### src/sltpg_pkg.sv
/*
  Constants, register map and mode codes of the serial link test pattern generator.
  Assumes one clock domain (the link clock) and byte-wide configuration access.
// How it works
// transport sample test sends raw converter samples
// four-bit selector picks the interface pattern
// two-bit selector picks sample, symbol or octet point
// codes 0011/0100 give 31- and 23-bit prbs
// codes 0101-0111 give 15-, 9-, 7-bit prbs
// ramp adds one per word, wraps at width
// repeating user mode cycles four words forever
// single user mode sends four words, then zeros
// sample point: all frame samples share one word
// symbol point advances per ten-bit symbol
// octet point advances per octet
// link-layer test selector inserts link test sequences
// host disables sync input before link-layer tests
// host soft reset returns to normal operation
// prbs reloads its seed on new mode selection
*/
package sltpg_pkg;
  // ==========================================================
  // register map
  localparam logic [15:0] ADDR_IF_CFG     = 16'h0000;
  localparam logic [15:0] ADDR_USER_FIRST = 16'h0551;
  localparam logic [15:0] ADDR_USER_LAST  = 16'h0558;
  localparam logic [15:0] ADDR_TPL        = 16'h0571;
  localparam logic [15:0] ADDR_LINK       = 16'h0572;
  localparam logic [15:0] ADDR_ITM        = 16'h0573;
  localparam logic [15:0] ADDR_DLL        = 16'h0574;
  localparam logic [7:0]  SOFT_RST_VAL    = 8'h81;
  localparam logic [7:0]  REG_RST_VAL     = 8'h00;
  localparam int          TPL_EN_BIT      = 5;
  localparam logic [7:0]  ITM_MASK        = 8'h3F;
  localparam logic [7:0]  DLL_MASK        = 8'h07;
  localparam logic [1:0]  SYNC_OFF_CODE   = 2'h3;
  // ==========================================================
  // pattern constants
  localparam logic [15:0] CHK_WORD    = 16'h5555;
  localparam logic [15:0] ONES_WORD   = 16'hFFFF;
  localparam logic [7:0]  KCHAR_OCT   = 8'hBC;
  localparam logic [4:0]  W_SAMPLE    = 5'h10;
  localparam logic [4:0]  W_SYMBOL    = 5'h0A;
  localparam logic [4:0]  W_OCTET     = 5'h08;
  localparam int          PRBS_MAX    = 31;
  localparam int          STEP_MAX    = 16;
  localparam logic [30:0] SEED_PN31   = 31'h0003AFFF;
  localparam logic [30:0] SEED_PRBS_TWENTYTHREE_BIT_PATTERN   = 31'h00003AFF;
  localparam logic [30:0] SEED_PN15   = 31'h000003AF;
  localparam logic [30:0] SEED_PN9    = 31'h00000092;
  localparam logic [30:0] SEED_PN7    = 31'h00000007;
  localparam int PN31_A = 30, PN31_B = 27, PRBS_TWENTYTHREE_BIT_PATTERN_A = 22, PRBS_TWENTYTHREE_BIT_PATTERN_B = 17;
  localparam int PN15_A = 14, PN15_B = 13, PN9_A = 8, PN9_B = 4;
  localparam int PN7_A = 6, PN7_B = 5;
  // ==========================================================
  // types
  typedef enum logic [3:0] {
    SLTPG_OFF      = 4'b0000,
    SLTPG_CHECKER  = 4'b0001,
    SLTPG_TOGGLE   = 4'b0010,
    SLTPG_PN31     = 4'b0011,
    SLTPG_PRBS_TWENTYTHREE_BIT_PATTERN     = 4'b0100,
    SLTPG_PN15     = 4'b0101,
    SLTPG_PN9      = 4'b0110,
    SLTPG_PN7      = 4'b0111,
    SLTPG_RAMP     = 4'b1000,
    SLTPG_USER_REP = 4'b1110,
    SLTPG_USER_ONE = 4'b1111
  } sltpg_mode_e;
  typedef enum logic [1:0] {
    SLTPG_PT_SAMPLE = 2'b00,
    SLTPG_PT_SYMBOL = 2'b01,
    SLTPG_PT_OCTET  = 2'b10,
    SLTPG_PT_NONE   = 2'b11
  } sltpg_point_e;
  localparam logic [2:0] DLL_KCHAR = 3'h1;
endpackage

### src/sltpg_prbs_if.sv
/*
  Carrier between the pattern sequencer and the prbs generator.
  Assumes both ends run on sys_clk.
*/
`timescale 1ns/1ps
`default_nettype none
interface sltpg_prbs_if;
  sltpg_pkg::sltpg_mode_e mode;
  logic                   load;
  logic                   step;
  logic [4:0]             nbits;
  logic [15:0]            word;
  modport gen  (input mode, input load, input step, input nbits, output word);
  modport user (output mode, output load, output step, output nbits, input word);
endinterface
`default_nettype wire

### src/sltpg_prbs.sv
/*
  Pseudorandom generator for the five interface prbs modes, nbits bits per step.
  Assumes load and step come from logic on sys_clk.
*/
`timescale 1ns/1ps
`default_nettype none
module sltpg_prbs (
  input wire logic     sys_clk,
  input wire logic     rst,
  input wire logic     ce,
  sltpg_prbs_if.gen    pif
);
  logic [30:0] state_q;
  logic [30:0] state_d;
  logic [15:0] word;

  function automatic logic fb_bit(logic [30:0] s, sltpg_pkg::sltpg_mode_e m);
    case (m)
      sltpg_pkg::SLTPG_PN31: fb_bit = s[sltpg_pkg::PN31_A] ^ s[sltpg_pkg::PN31_B];
      sltpg_pkg::SLTPG_PRBS_TWENTYTHREE_BIT_PATTERN: fb_bit = s[sltpg_pkg::PRBS_TWENTYTHREE_BIT_PATTERN_A] ^ s[sltpg_pkg::PRBS_TWENTYTHREE_BIT_PATTERN_B];
      sltpg_pkg::SLTPG_PN15: fb_bit = s[sltpg_pkg::PN15_A] ^ s[sltpg_pkg::PN15_B];
      sltpg_pkg::SLTPG_PN9:  fb_bit = s[sltpg_pkg::PN9_A] ^ s[sltpg_pkg::PN9_B];
      sltpg_pkg::SLTPG_PN7:  fb_bit = s[sltpg_pkg::PN7_A] ^ s[sltpg_pkg::PN7_B];
      default:               fb_bit = 1'b0;
    endcase
  endfunction

  // top tap: the oldest bit, which is also the bit sent next
  function automatic int hi_of(sltpg_pkg::sltpg_mode_e m);
    case (m)
      sltpg_pkg::SLTPG_PN31: hi_of = sltpg_pkg::PN31_A;
      sltpg_pkg::SLTPG_PRBS_TWENTYTHREE_BIT_PATTERN: hi_of = sltpg_pkg::PRBS_TWENTYTHREE_BIT_PATTERN_A;
      sltpg_pkg::SLTPG_PN15: hi_of = sltpg_pkg::PN15_A;
      sltpg_pkg::SLTPG_PN9:  hi_of = sltpg_pkg::PN9_A;
      sltpg_pkg::SLTPG_PN7:  hi_of = sltpg_pkg::PN7_A;
      default:               hi_of = 0;
    endcase
  endfunction

  // seed lsb goes out first, so it is loaded mirrored into the top tap
  function automatic logic [30:0] seed_of(sltpg_pkg::sltpg_mode_e m);
    logic [30:0] raw;
    case (m)
      sltpg_pkg::SLTPG_PN31: raw = sltpg_pkg::SEED_PN31;
      sltpg_pkg::SLTPG_PRBS_TWENTYTHREE_BIT_PATTERN: raw = sltpg_pkg::SEED_PRBS_TWENTYTHREE_BIT_PATTERN;
      sltpg_pkg::SLTPG_PN15: raw = sltpg_pkg::SEED_PN15;
      sltpg_pkg::SLTPG_PN9:  raw = sltpg_pkg::SEED_PN9;
      sltpg_pkg::SLTPG_PN7:  raw = sltpg_pkg::SEED_PN7;
      default:               raw = '0;
    endcase
    seed_of = '0;
    for (int i = 0; i < sltpg_pkg::PRBS_MAX; i++) begin
      if (i <= hi_of(m)) begin
        seed_of[hi_of(m) - i] = raw[i];
      end
    end
  endfunction

  // bits above the polynomial degree are never tapped, so no mask is needed
  always_comb begin
    state_d = state_q;
    word    = '0;
    for (int i = 0; i < sltpg_pkg::STEP_MAX; i++) begin
      if (5'(i) < pif.nbits) begin
        word    = {word[14:0], state_d[hi_of(pif.mode)]};
        state_d = {state_d[29:0], fb_bit(state_d, pif.mode)};
      end
    end
  end
  assign pif.word = word;

  always_ff @(posedge sys_clk or posedge rst) begin
    if (rst) begin
      state_q <= '0;
    end else if (ce) begin
      if (pif.load) begin
        state_q <= seed_of(pif.mode);
      end else if (pif.step) begin
        state_q <= state_d;
      end
    end
  end
endmodule
`default_nettype wire

### src/sltpg_top.sv
/*
  Test pattern generator for the serial link transmit path: register file,
  pattern sequencer and injection at sample, symbol or octet point.
  Assumes byte register access from the configuration port on sys_clk and
  stream inputs with one-cycle valid strobes on sys_clk.
*/
`timescale 1ns/1ps
`default_nettype none
module sltpg_top #(
  parameter int NUM_CONV       = 2,
  parameter int SAMP_PER_FRAME = 2,
  parameter int SAMP_W         = 16
) (
  input  wire logic                                       sys_clk,
  input  wire logic                                       rst,
  input  wire logic                                       ce,
  input  wire logic [15:0]                                reg_addr,
  input  wire logic [7:0]                                 reg_wdata,
  input  wire logic                                       reg_wr,
  input  wire logic                                       reg_rd,
  output logic [7:0]                                      reg_rdata,
  input  wire logic [NUM_CONV*SAMP_PER_FRAME*SAMP_W-1:0]  samp_in,
  input  wire logic                                       samp_vld_in,
  output logic [NUM_CONV*SAMP_PER_FRAME*SAMP_W-1:0]       samp_out,
  output logic                                            samp_vld_out,
  output logic                                            tpl_test_active,
  input  wire logic [9:0]                                 sym_in,
  input  wire logic                                       sym_vld_in,
  output logic [9:0]                                      sym_out,
  output logic                                            sym_vld_out,
  input  wire logic [7:0]                                 oct_in,
  input  wire logic                                       oct_vld_in,
  output logic [7:0]                                      oct_out,
  output logic                                            oct_k_out,
  output logic                                            oct_vld_out,
  output logic [2:0]                                      dll_test_sel,
  input  wire logic                                       link_sync_request_input,
  output logic                                            sync_request_out
);
  localparam int NSAMP = NUM_CONV * SAMP_PER_FRAME;

  if (SAMP_W != 16 || NSAMP < 1) begin : g_bad_cfg
    $error("sltpg_top: sample width must be 16 and at least one sample");
  end

  // ==========================================================
  // register file
  logic [7:0]  tpl_q;
  logic [7:0]  link_q;
  logic [7:0]  itm_q;
  logic [7:0]  dll_q;
  logic [7:0]  user_q [8];
  logic        soft_rst;

  // soft reset clears every test selection in one go
  assign soft_rst = reg_wr && reg_addr == sltpg_pkg::ADDR_IF_CFG
                    && (reg_wdata & sltpg_pkg::SOFT_RST_VAL) == sltpg_pkg::SOFT_RST_VAL;

  always_ff @(posedge sys_clk or posedge rst) begin
    if (rst) begin
      tpl_q  <= sltpg_pkg::REG_RST_VAL;
      link_q <= sltpg_pkg::REG_RST_VAL;
      itm_q  <= sltpg_pkg::REG_RST_VAL;
      dll_q  <= sltpg_pkg::REG_RST_VAL;
      for (int i = 0; i < 8; i++) begin
        user_q[i] <= sltpg_pkg::REG_RST_VAL;
      end
    end else if (ce) begin
      if (soft_rst) begin
        tpl_q <= sltpg_pkg::REG_RST_VAL;
        itm_q <= sltpg_pkg::REG_RST_VAL;
        dll_q <= sltpg_pkg::REG_RST_VAL;
      end else if (reg_wr) begin
        case (reg_addr)
          sltpg_pkg::ADDR_TPL:  tpl_q  <= reg_wdata;
          sltpg_pkg::ADDR_LINK: link_q <= reg_wdata;
          sltpg_pkg::ADDR_ITM:  itm_q  <= reg_wdata & sltpg_pkg::ITM_MASK;
          sltpg_pkg::ADDR_DLL:  dll_q  <= reg_wdata & sltpg_pkg::DLL_MASK;
          default: begin
            if (reg_addr >= sltpg_pkg::ADDR_USER_FIRST && reg_addr <= sltpg_pkg::ADDR_USER_LAST) begin
              user_q[3'(reg_addr - sltpg_pkg::ADDR_USER_FIRST)] <= reg_wdata;
            end
          end
        endcase
      end
    end
  end

  // interface config byte reads zero: its reset bits clear themselves
  always_ff @(posedge sys_clk or posedge rst) begin
    if (rst) begin
      reg_rdata <= '0;
    end else if (ce && reg_rd) begin
      case (reg_addr)
        sltpg_pkg::ADDR_TPL:  reg_rdata <= tpl_q;
        sltpg_pkg::ADDR_LINK: reg_rdata <= link_q;
        sltpg_pkg::ADDR_ITM:  reg_rdata <= itm_q;
        sltpg_pkg::ADDR_DLL:  reg_rdata <= dll_q;
        default: begin
          if (reg_addr >= sltpg_pkg::ADDR_USER_FIRST && reg_addr <= sltpg_pkg::ADDR_USER_LAST) begin
            reg_rdata <= user_q[3'(reg_addr - sltpg_pkg::ADDR_USER_FIRST)];
          end else begin
            reg_rdata <= '0;
          end
        end
      endcase
    end
  end

  // ==========================================================
  // sync request input: pin crosses two flops, host may mask it
  logic sync_meta_q;
  logic sync_q;
  always_ff @(posedge sys_clk or posedge rst) begin
    if (rst) begin
      sync_meta_q <= 1'b0;
      sync_q      <= 1'b0;
    end else if (ce) begin
      sync_meta_q <= link_sync_request_input;
      sync_q      <= sync_meta_q;
    end
  end
  assign sync_request_out = sync_q && (link_q[7:6] != sltpg_pkg::SYNC_OFF_CODE);

  // ==========================================================
  // pattern sequencer
  sltpg_pkg::sltpg_mode_e  mode;
  sltpg_pkg::sltpg_point_e point;
  logic [5:0]  prev_cfg_q;
  logic        restart;
  logic        step;
  logic        phase_q;
  logic [15:0] ramp_q;
  logic [1:0]  up_idx_q;
  logic        up_done_q;
  logic [15:0] up_word;
  logic [15:0] pat;
  logic        tpl_en;

  assign mode    = sltpg_pkg::sltpg_mode_e'(itm_q[3:0]);
  assign point   = sltpg_pkg::sltpg_point_e'(itm_q[5:4]);
  assign tpl_en  = tpl_q[sltpg_pkg::TPL_EN_BIT];
  assign restart = ce && (itm_q[5:0] != prev_cfg_q);
  assign up_word = {user_q[{up_idx_q, 1'b1}], user_q[{up_idx_q, 1'b0}]};

  // one step per word at the chosen point
  always_comb begin
    case (point)
      sltpg_pkg::SLTPG_PT_SAMPLE: step = ce && samp_vld_in;
      sltpg_pkg::SLTPG_PT_SYMBOL: step = ce && sym_vld_in;
      sltpg_pkg::SLTPG_PT_OCTET:  step = ce && oct_vld_in;
      default:                    step = 1'b0;
    endcase
    if (mode == sltpg_pkg::SLTPG_OFF) begin
      step = 1'b0;
    end
  end

  sltpg_prbs_if prbs_bus ();
  assign prbs_bus.mode  = mode;
  assign prbs_bus.load  = restart;
  assign prbs_bus.step  = step;
  assign prbs_bus.nbits = point == sltpg_pkg::SLTPG_PT_SAMPLE ? sltpg_pkg::W_SAMPLE :
                          point == sltpg_pkg::SLTPG_PT_SYMBOL ? sltpg_pkg::W_SYMBOL :
                          sltpg_pkg::W_OCTET;

  sltpg_prbs u_prbs (
    .sys_clk (sys_clk),
    .rst     (rst),
    .ce      (ce),
    .pif     (prbs_bus)
  );

  always_ff @(posedge sys_clk or posedge rst) begin
    if (rst) begin
      prev_cfg_q <= '0;
      phase_q    <= 1'b0;
      ramp_q     <= '0;
      up_idx_q   <= '0;
      up_done_q  <= 1'b0;
    end else if (ce) begin
      prev_cfg_q <= itm_q[5:0];
      if (restart) begin
        phase_q   <= 1'b0;
        ramp_q    <= '0;
        up_idx_q  <= '0;
        up_done_q <= 1'b0;
      end else if (step) begin
        phase_q  <= ~phase_q;
        ramp_q   <= ramp_q + 16'h0001;
        up_idx_q <= up_idx_q + 2'h1;
        if (up_idx_q == 2'h3) begin
          up_done_q <= 1'b1;
        end
      end
    end
  end

  // word in low bits; wider bits are dropped at the narrower points, except in user modes, whose top bits are shifted down
  always_comb begin
    case (mode)
      sltpg_pkg::SLTPG_CHECKER:  pat = phase_q ? ~sltpg_pkg::CHK_WORD : sltpg_pkg::CHK_WORD;
      sltpg_pkg::SLTPG_TOGGLE:   pat = phase_q ? sltpg_pkg::ONES_WORD : '0;
      sltpg_pkg::SLTPG_PN31,
      sltpg_pkg::SLTPG_PRBS_TWENTYTHREE_BIT_PATTERN,
      sltpg_pkg::SLTPG_PN15,
      sltpg_pkg::SLTPG_PN9,
      sltpg_pkg::SLTPG_PN7:      pat = prbs_bus.word;
      sltpg_pkg::SLTPG_RAMP:     pat = ramp_q;
      sltpg_pkg::SLTPG_USER_REP,
      sltpg_pkg::SLTPG_USER_ONE: pat = up_done_q && mode == sltpg_pkg::SLTPG_USER_ONE ? '0 : up_word;
      default:                   pat = '0;
    endcase
    if (mode == sltpg_pkg::SLTPG_USER_REP || mode == sltpg_pkg::SLTPG_USER_ONE) begin
      case (point)
        sltpg_pkg::SLTPG_PT_SYMBOL: pat = {6'h00, pat[15:6]};
        sltpg_pkg::SLTPG_PT_OCTET:  pat = {8'h00, pat[15:9], 1'b0};
        default:                    pat = pat;
      endcase
    end
  end

  // ==========================================================
  // injection and output registers
  assign dll_test_sel    = dll_q[2:0];
  assign tpl_test_active = tpl_en;

  always_ff @(posedge sys_clk or posedge rst) begin
    if (rst) begin
      samp_out     <= '0;
      samp_vld_out <= 1'b0;
    end else if (ce) begin
      samp_vld_out <= samp_vld_in;
      if (samp_vld_in) begin
        // transport test samples are the raw samples themselves
        samp_out <= samp_in;
        if (point == sltpg_pkg::SLTPG_PT_SAMPLE && mode != sltpg_pkg::SLTPG_OFF) begin
          samp_out <= {NSAMP{pat}};
        end
      end
    end
  end

  always_ff @(posedge sys_clk or posedge rst) begin
    if (rst) begin
      sym_out     <= '0;
      sym_vld_out <= 1'b0;
    end else if (ce) begin
      sym_vld_out <= sym_vld_in;
      if (sym_vld_in) begin
        sym_out <= (point == sltpg_pkg::SLTPG_PT_SYMBOL && mode != sltpg_pkg::SLTPG_OFF)
                   ? pat[9:0] : sym_in;
      end
    end
  end

  // link-layer k-character fill overrides the octet stream
  always_ff @(posedge sys_clk or posedge rst) begin
    if (rst) begin
      oct_out     <= '0;
      oct_k_out   <= 1'b0;
      oct_vld_out <= 1'b0;
    end else if (ce) begin
      oct_vld_out <= oct_vld_in;
      if (oct_vld_in) begin
        oct_k_out <= dll_q[2:0] == sltpg_pkg::DLL_KCHAR;
        if (dll_q[2:0] == sltpg_pkg::DLL_KCHAR) begin
          oct_out <= sltpg_pkg::KCHAR_OCT;
        end else if (point == sltpg_pkg::SLTPG_PT_OCTET && mode != sltpg_pkg::SLTPG_OFF) begin
          oct_out <= pat[7:0];
        end else begin
          oct_out <= oct_in;
        end
      end
    end
  end
endmodule
`default_nettype wire

### config.mk
export PLATFORM = sky130hd
export DESIGN_NAME = sltpg_top
export DESIGN_NICKNAME = d
export VERILOG_FILES = /design/src/sltpg_pkg.sv /design/src/sltpg_prbs_if.sv /design/src/sltpg_prbs.sv /design/src/sltpg_top.sv
export SDC_FILE = /design/constraint.sdc
export NUM_CORES = 1
export LEC_CHECK = 0
export BUFFER_PORTS_ARGS = -buffer_cell sky130_fd_sc_hd__clkbuf_2
export CAP_MARGIN = 0
export CELL_PAD_IN_SITES_DETAIL_PLACEMENT = 1
export CELL_PAD_IN_SITES_GLOBAL_PLACEMENT = 2
export CORE_MARGIN = 5
export CORE_UTILIZATION = 36
export DETAILED_ROUTE_END_ITERATION = 8
export PLACE_DENSITY = 0.88
export SYNTH_ARGS = -nofsm -noshare
export SYNTH_HDL_FRONTEND = slang
export SYNTH_HIERARCHICAL = 1
export SYNTH_SLANG_ARGS = --single-unit
### constraint.sdc
create_clock -name sys_clk -period 7.6 [get_ports sys_clk]
set_clock_uncertainty 0.1 [all_clocks]
set_input_delay 1.14 -clock sys_clk [delete_from_list [all_inputs] [get_ports sys_clk]]
set_output_delay 1.14 -clock sys_clk [all_outputs]
set_load 0.05 [all_outputs]
==> results of run 1 <==
critical path, delay by kind of cell (launching register included):
kind | cells | cell delay, ps
buf+inv | 7 | 1370
mux | 1 | 80
compound gates | 13 | 3700
fa+ha+maj | 1 | 230
simple gates | 6 | 1290
flops | 1 | 490
cell families (layout without fill, tap and decap cells):
group | Yosys count | in the layout | synth area share, %
other | 1 | 8 | 0.0162
AO/OA/AOI/OAI | 1111 | 1111 | 32.1
multiplexers | 183 | 183 | 9.68
buffers and inverters | 337 | 506 | 5.85
XOR/XNOR | 92 | 92 | 3.48
AND/OR/NAND/NOR | 1025 | 1025 | 21.0
adder cells (fa/ha/maj) | 32 | 32 | 1.73
flip-flops | 242 | 242 | 26.2
metrics by stage:
step	hold WS, ps	total power, uW
CTS	379	3470
detailed placement	366	2150
global route	404	3590
floorplan	363	1900
global placement	360	2140
finish	376	3470
synthesized netlist by cell type (35+ instances only):
| master | number | area (um2) |
|---|---|---|
| a22oi_1 | 42 | 315 |
| mux2i_1 | 59 | 591 |
| dfrtp_1 | 242 | 6060 |
| mux2_2 | 96 | 1080 |
| a21oi_1 | 258 | 1290 |
| nand2_1 | 383 | 1440 |
| nor2_1 | 250 | 938 |
| o211ai_1 | 50 | 375 |
| nand3_1 | 84 | 420 |
| inv_1 | 50 | 188 |
| o221ai_1 | 39 | 342 |
| nor3_1 | 69 | 345 |
| a211oi_1 | 52 | 390 |
| clkbuf_1 | 219 | 822 |
| xnor2_1 | 58 | 508 |
| o21ai_0 | 259 | 1300 |
| a31oi_1 | 43 | 269 |
| and2_1 | 35 | 219 |
| o22ai_1 | 50 | 313 |
worst max path at each step:
stage                         endpoint  slack, ps  startpoint  cells after the start
after floorplan               dll_q[0]        590         rst                      1
final                     samp_out[18]        250    itm_q[4]                     28
after global placement    samp_out[17]        130    itm_q[4]                     27
after detailed placement  samp_out[17]       -120    itm_q[4]                     27
after global routing        oct_out[0]         -2    itm_q[4]                     26
after CTS                   oct_out[0]         40    itm_q[4]                     24
per-layer routing:
metal  global-route usage [%]  routed length [um]  up-vias
li1                         -                   -    11700
met1                     45.6               52100    13800
met2                     58.8               61300     1394
met3                     5.28                9700      408
met4                     22.2               10100        0
met5                        0                   0        -
cells in the final DEF, fill, tap and decap left out, types with 43 or more instances in the layout:
cell type	n
o211ai_1	50
xnor2_1	58
a211oi_1	50
mux2_2	96
o22ai_1	50
a31oi_1	43
mux2i_1	59
a21oi_1	253
nand2_1	383
nor2_1	250
inv_1	49
dfrtp_1	239
nand3_1	84
o21ai_0	258
clkbuf_2	213
nor3_1	67
buf_4	192
layout make-up:
cell class              instances  area, um2
repair buffers                407       2540
multi-input cells            2451      15900
clock inverters                11        138
flip-flops and latches        242       6060
inverters                      54        210
well taps                     855       1070
fillers                      7848      37400
clock buffers                  34        722
timing repair:
action | CTS | global route
endpoints found under the setup margin | 11 | 50
resized for setup | 1 | 7
hold endpoints to repair | 0 | 0
buffers inserted | 3 | 5
pin swaps | 1 | 3
hold buffers | 0 | 0
power by group through the flow:
stage / Combinational [uW] / Clock (uW) / Sequential, uW
after global placement: 697 / 0 / 1440
final: 727 / 1320 / 1420
after CTS: 711 / 1340 / 1420
after floorplan: 272 / 0 / 1630
after detailed placement: 707 / 0 / 1440
after global routing: 763 / 1400 / 1430
flip-flops by register name, indices dropped and copies added (netlist names):
| register | flops |
|---|---|
| oct_vld_out | 1 |
| reg_rdata | 8 |
| itm_q | 6 |
| tpl_q | 8 |
| prev_cfg_q | 6 |
| link_q | 8 |
| sync_meta_q | 1 |
| oct_k_out | 1 |
| ramp_q | 16 |
| sym_out | 10 |
| user_q | 64 |
| sync_q | 1 |
| dll_q | 3 |
| oct_out | 8 |
| u_prbs/state_q | 31 |
| samp_out | 64 |
| phase_q | 1 |
| samp_vld_out | 1 |
| sym_vld_out | 1 |
| up_done_q | 1 |
| up_idx_q | 2 |
==> run metrics, run 1 <==
status=finished with violations; failing checks=max-slew violations; TNS Setup=0 ps; placed insts=roughly 4,000; min Tclk post-route=approximately 7400 ps; final worst slack=249 ps; CTS Root Cell=clkbuf_16; TritonCTS Sinks=about 240; max cap viols=0; gr ovfl total=0; Seq/Total Area, Yosys=a little over a quarter; nets=between 3,000 and 4,000; FMAX=between 100 and 150 MHz; CTS Buf Count=27; Worst EP required=around 8000 ps; worst skew pair latency=around 560 ps; Crit path arrival time=slightly below 8000 ps; Final Hold Fails=0; depth of the CTS H-tree=1; Setup violations, final=0; Max VDD drop=about 0.17 mV; Port Buffers=213; flops & latches, synth=about 240; Synth Flop Type=dfrtp_1; Mapped Area=approximately 0.023 mm2; syn avg cell area=approximately 7.7 um2; Ys Warns=6; CTS tree=yes; PwrDens=~130 mW/mm2; hold path cells=2; vias in the first global route=about 28,000; sequential power share=about two fifths; clk buf depth=3; overall global routing resource usage=36.3%; switching fraction of total power=around 34%; worst r2r src=itm_q[4]; hold_sp=oct_k_out; CP peak stage delay=approximately 650 ps; Detail Route Antenna Nets=0; TritonRoute pass-1 iters=6; hold worst-path end=oct_k_out; Psw=1160 uW; static leakage=around 0.011 uW; global-route wire length before repair=between 150,000 and 200,000 um; largest net degree at the start of global routing=between 100 and 150; cell mode on critical path=buf_4; Setup Crit Path Kind=flip-flop to flip-flop; ant diodes=0; pre-CTS WS=-123 ps; die area=between 0.06 and 0.07 mm2; Routability Congestion=1.02; Post-synth EDFFs=0; Die X-Extent=roughly 260 um; DP Wirelength=between 90,000 and 100,000 um; initial DRC count=approximately 2,600; slowest CP cell=o21ai_0; Combinational Power Share=a little over a fifth; asr flop ratio synth=100%; Total Wirelength=approximately 130,000 um; Routed WL per cell=32.9 um; P_int=roughly 2300 uW; CP endpoint kind=flip-flop; Gate Count Post-Synth=a little over 3,000; IO Count=~210; Final Cell Area=roughly 0.027 mm2; crit path max fanout=34; Site Rows=slightly above 90; Crit Reg-Reg Endpoint=samp_out[18]; vias per cell=6.73; R2R cell count=28; starting density of the core=36.1%; library cells used by synthesis=around 100; clk slew on worst S/H paths=approximately 60 ps; dpl cell area=0.0257 mm2; initial antenna violation count=1; Area Overhead vs Synth=15.2%; count of final max-slew check failures=20; share of layout cells above drive strength 1=between 20% and 30%; Final Util=around two fifths; DRC=0; Die Y=~260 um; via count=~27,000; relative slew slack=-5.74%; CP Launch Type=flip-flop; worst min path class=flip-flop to flip-flop; clock share of power=38.1%; non-filler cells, final=4,054; FF-to-FF setup slack=roughly 250 ps; Tcrit/Tclk final=between 90% and 100%; Slew @ Worst Pin=around 1600 ps; CORE AREA=0.0641 mm2
Power figures use the tool's default switching activity.
==> inputs of run 2 (changes only) <==
--- a/config.mk
+++ b/config.mk
@@ -5,7 +5,7 @@
 export SDC_FILE = /design/constraint.sdc
 export NUM_CORES = 1
 export LEC_CHECK = 0
-export BUFFER_PORTS_ARGS = -buffer_cell sky130_fd_sc_hd__clkbuf_2
+export BUFFER_PORTS_ARGS = -buffer_cell sky130_fd_sc_hd__buf_2
 export CAP_MARGIN = 0
 export CELL_PAD_IN_SITES_DETAIL_PLACEMENT = 1
 export CELL_PAD_IN_SITES_GLOBAL_PLACEMENT = 2
@@ -13,6 +13,7 @@
 export CORE_UTILIZATION = 36
 export DETAILED_ROUTE_END_ITERATION = 8
 export PLACE_DENSITY = 0.88
+export REMOVE_ABC_BUFFERS = 1
 export SYNTH_ARGS = -nofsm -noshare
 export SYNTH_HDL_FRONTEND = slang
 export SYNTH_HIERARCHICAL = 1
==> run 2 against run 1 <==
Compared with the run above:
- the run still ends with max-slew violations left
- power is 3.5% higher
- utilization is 0.070 points lower
- fmax hardly changed
- wire length is 0.62% lower
- sequential cell count stayed put
- clock power is 8% higher
- via count is 2.0% higher
==> run metrics, run 2 (synthesis results as in run 1) <==
status=finished with violations; failing checks=max-slew violations; depth of the CTS H-tree=1 (unchanged); worst skew pair latency=600 ps (+40 ps); DR WL met2=59,300 um (-3.2%); CP Launch Type=flip-flop; hold_sp=samp_out[3]; vias per cell=6.92 (+2.7%); total power=3590 uW (+3.5%); Tcrit/Tclk final=96.7% (about the same); max cap viols=0 (unchanged); clock share of power=39.9% (+1.8 points); count of final max-slew check failures=20 (unchanged); worst r2r src=itm_q[4]; Final Hold Fails=0 (unchanged); starting density of the core=36.1% (unchanged); FF-to-FF setup slack=250 ps (about the same); CTS Buf Count=28 (+3.7%); Site Rows=93 (unchanged); Crit path arrival time=7770 ps (+50 ps); non-filler cells, final=4,025 (-0.72%); DR top layer=met5; min Tclk post-route=7350 ps (+0.283 ps); TNS Setup=0 ps (unchanged); Psw=1220 uW (+5.3%); vias in the first global route=27,700 (+0.13%); clk buf depth=3 (unchanged); slowest CP cell=or3_1; static leakage=0.0107 uW (-1.3%); hold worst-path end=samp_out[3]; DP Wirelength=98,900 um (-0.76%); Die X-Extent=264 um (unchanged); Met3 Wirelength=11,600 um (+20%); R2R cell count=26 (-7.1%); global-route wire length before repair=193,000 um (-0.66%); Routed WL per cell=32.9 um (about the same); share of layout cells above drive strength 1=20.1% (-0.34 points); via count=27,800 (+2.0%); Combinational Power Share=20.7% (-0.2 points); crit path max fanout=19 (-44%); IO Count=214 (unchanged); Detail Route Antenna Nets=0 (unchanged); P_int=2370 uW (+2.6%); relative slew slack=-9.33% (-3.6 points); Die Y=264 um (unchanged); clk slew on worst S/H paths=70 ps (about the same); Worst Path Buf+Inv=4 (-3); nets=3,297 (-0.99%); CTS Root Cell=clkbuf_16; TritonCTS Sinks=242 (unchanged); Port Buffers=213 (unchanged); Setup violations, final=0 (unchanged); FMAX=136 MHz (about the same); largest registers=samp_out: 64 flops, user_q: 64 flops, u_prbs/state_q: 31 flops; most frequent cells in the layout=383 x nand2_1, 257 x o21ai_0, 252 x a21oi_1; switching fraction of total power=34.1% (+0.59 points); CP endpoint kind=flip-flop; worst min path class=flip-flop to flip-flop; sequential power share=39.4% (-1.5 points); DRC=0 (unchanged); Fillers=7,824 (-0.31%); hold path cells=2 (unchanged); Crit Reg-Reg Endpoint=samp_out[48]; overall global routing resource usage=36.0% (-0.25 points); CP peak stage delay=550 ps (-100 ps); Total Wirelength=132,000 um (-0.62%); WHS=379 ps (+3.19 ps); initial antenna violation count=5 (+4); placed insts=3,971 (-0.75%); commonest non-fill, non-tap cell in the layout=nand2_1; CTS Hold Bufs=0 (unchanged); TritonRoute pass-1 iters=6 (unchanged); gr ovfl total=0 (unchanged); Slew @ Worst Pin=1630 ps (+53.7 ps); Routability Congestion=1.06 (+3.8%); Area Overhead vs Synth=15.0%; PwrDens=135 mW/mm2 (+3.6%); initial DRC count=3,272 (+24%); area taken by multi-input logic gates=0.0160 mm2 (+0.40%); Worst EP required=8010 ps (+40 ps); top cell family by delay on the critical path=compound AO/OA/AOI/OAI gates; CTS tree=yes; Setup Crit Path Kind=flip-flop to flip-flop; final worst slack=248 ps (-0.283 ps); die area=0.0695 mm2 (unchanged); RSZ-0062 raised after global routing=no; met1 wire length=52,200 um (about the same); largest net degree at the start of global routing=146 (+6.6%); FF+latch area=0.00606 mm2 (unchanged); pre-CTS WS=-114 ps (+8.86 ps); CORE AREA=0.0641 mm2 (unchanged); Max VDD drop=0.174 mV (+3.5%)
-- run 2: changes by cell type in the layout (fill, tap and decap cells not counted), sizes merged --
cell	delta
diode	+1
buf	+179
clkbuf	-209
clkinv	-1
bufinv	-1
clkinvlp	+2
-- run 2: worst register-to-register path: cells and delay by family, from the launching register on --
family / cells / cell delay, ps
fa+ha+maj: 1 / 190
compound gates: 12 / 3070
mux: 1 / 210
buf+inv: 4 / 1010
simple gates: 8 / 2220
flops: 1 / 460
-- run 2: area by class of cell --
class                   instances  area share [%]
multi-input cells            2451            60.1
well taps                     855            4.02
flip-flops and latches        242            22.8
diodes                          1         0.00940
repair buffers                373            8.70
inverters                      54           0.803
clock inverters                11           0.554
clock buffers                  38            3.07
-- run 2: stage by stage --
| step | util [%] | instance area [um2] |
|---|---|---|
| finish | 41.5 | 26600 |
| global route | 41.5 | 26600 |
| detailed placement | 39.8 | 25500 |
| global placement | 39.8 | 25500 |
| CTS | 41.3 | 26500 |
| floorplan | - | 22000 |
-- run 2: worst max path at each step --
stage / from / end / slack (ps) / depth (start not counted)
2_1_floorplan: itm_q[4] / samp_out[17] / -4140 / 24
3_3_place_gp: itm_q[4] / samp_out[34] / -80 / 29
3_5_place_dp: itm_q[4] / samp_out[34] / -110 / 29
4_1_cts: itm_q[4] / samp_out[34] / 30 / 29
5_1_grt: itm_q[4] / samp_out[48] / 0.5 / 26
6_report: itm_q[4] / samp_out[48] / 250 / 26
-- run 2: repair_timing --
action / CTS / global route
pin swaps: 1 / 3
setup buffers: 1 / 3
endpoints found under the setup margin: 4 / 52
gates resized for setup: 2 / 21
-- run 2: per-layer routing --
metal / vias to the layer above / GRT usage [%]
met4: 4 / 19.8
li1: 11600 / -
met3: 449 / 5.75
met5: - / 0
met1: 14100 / 47.3
met2: 1674 / 56.8
-- run 2: power groups by stage --
stage               logic (uW)  registers, uW  clock network (uW)
CTS                        723           1410                1450
global placement           706           1430                   0
finish                     743           1420                1430
floorplan                  241           1640                   0
detailed placement         721           1430                   0
global route               775           1420                1510
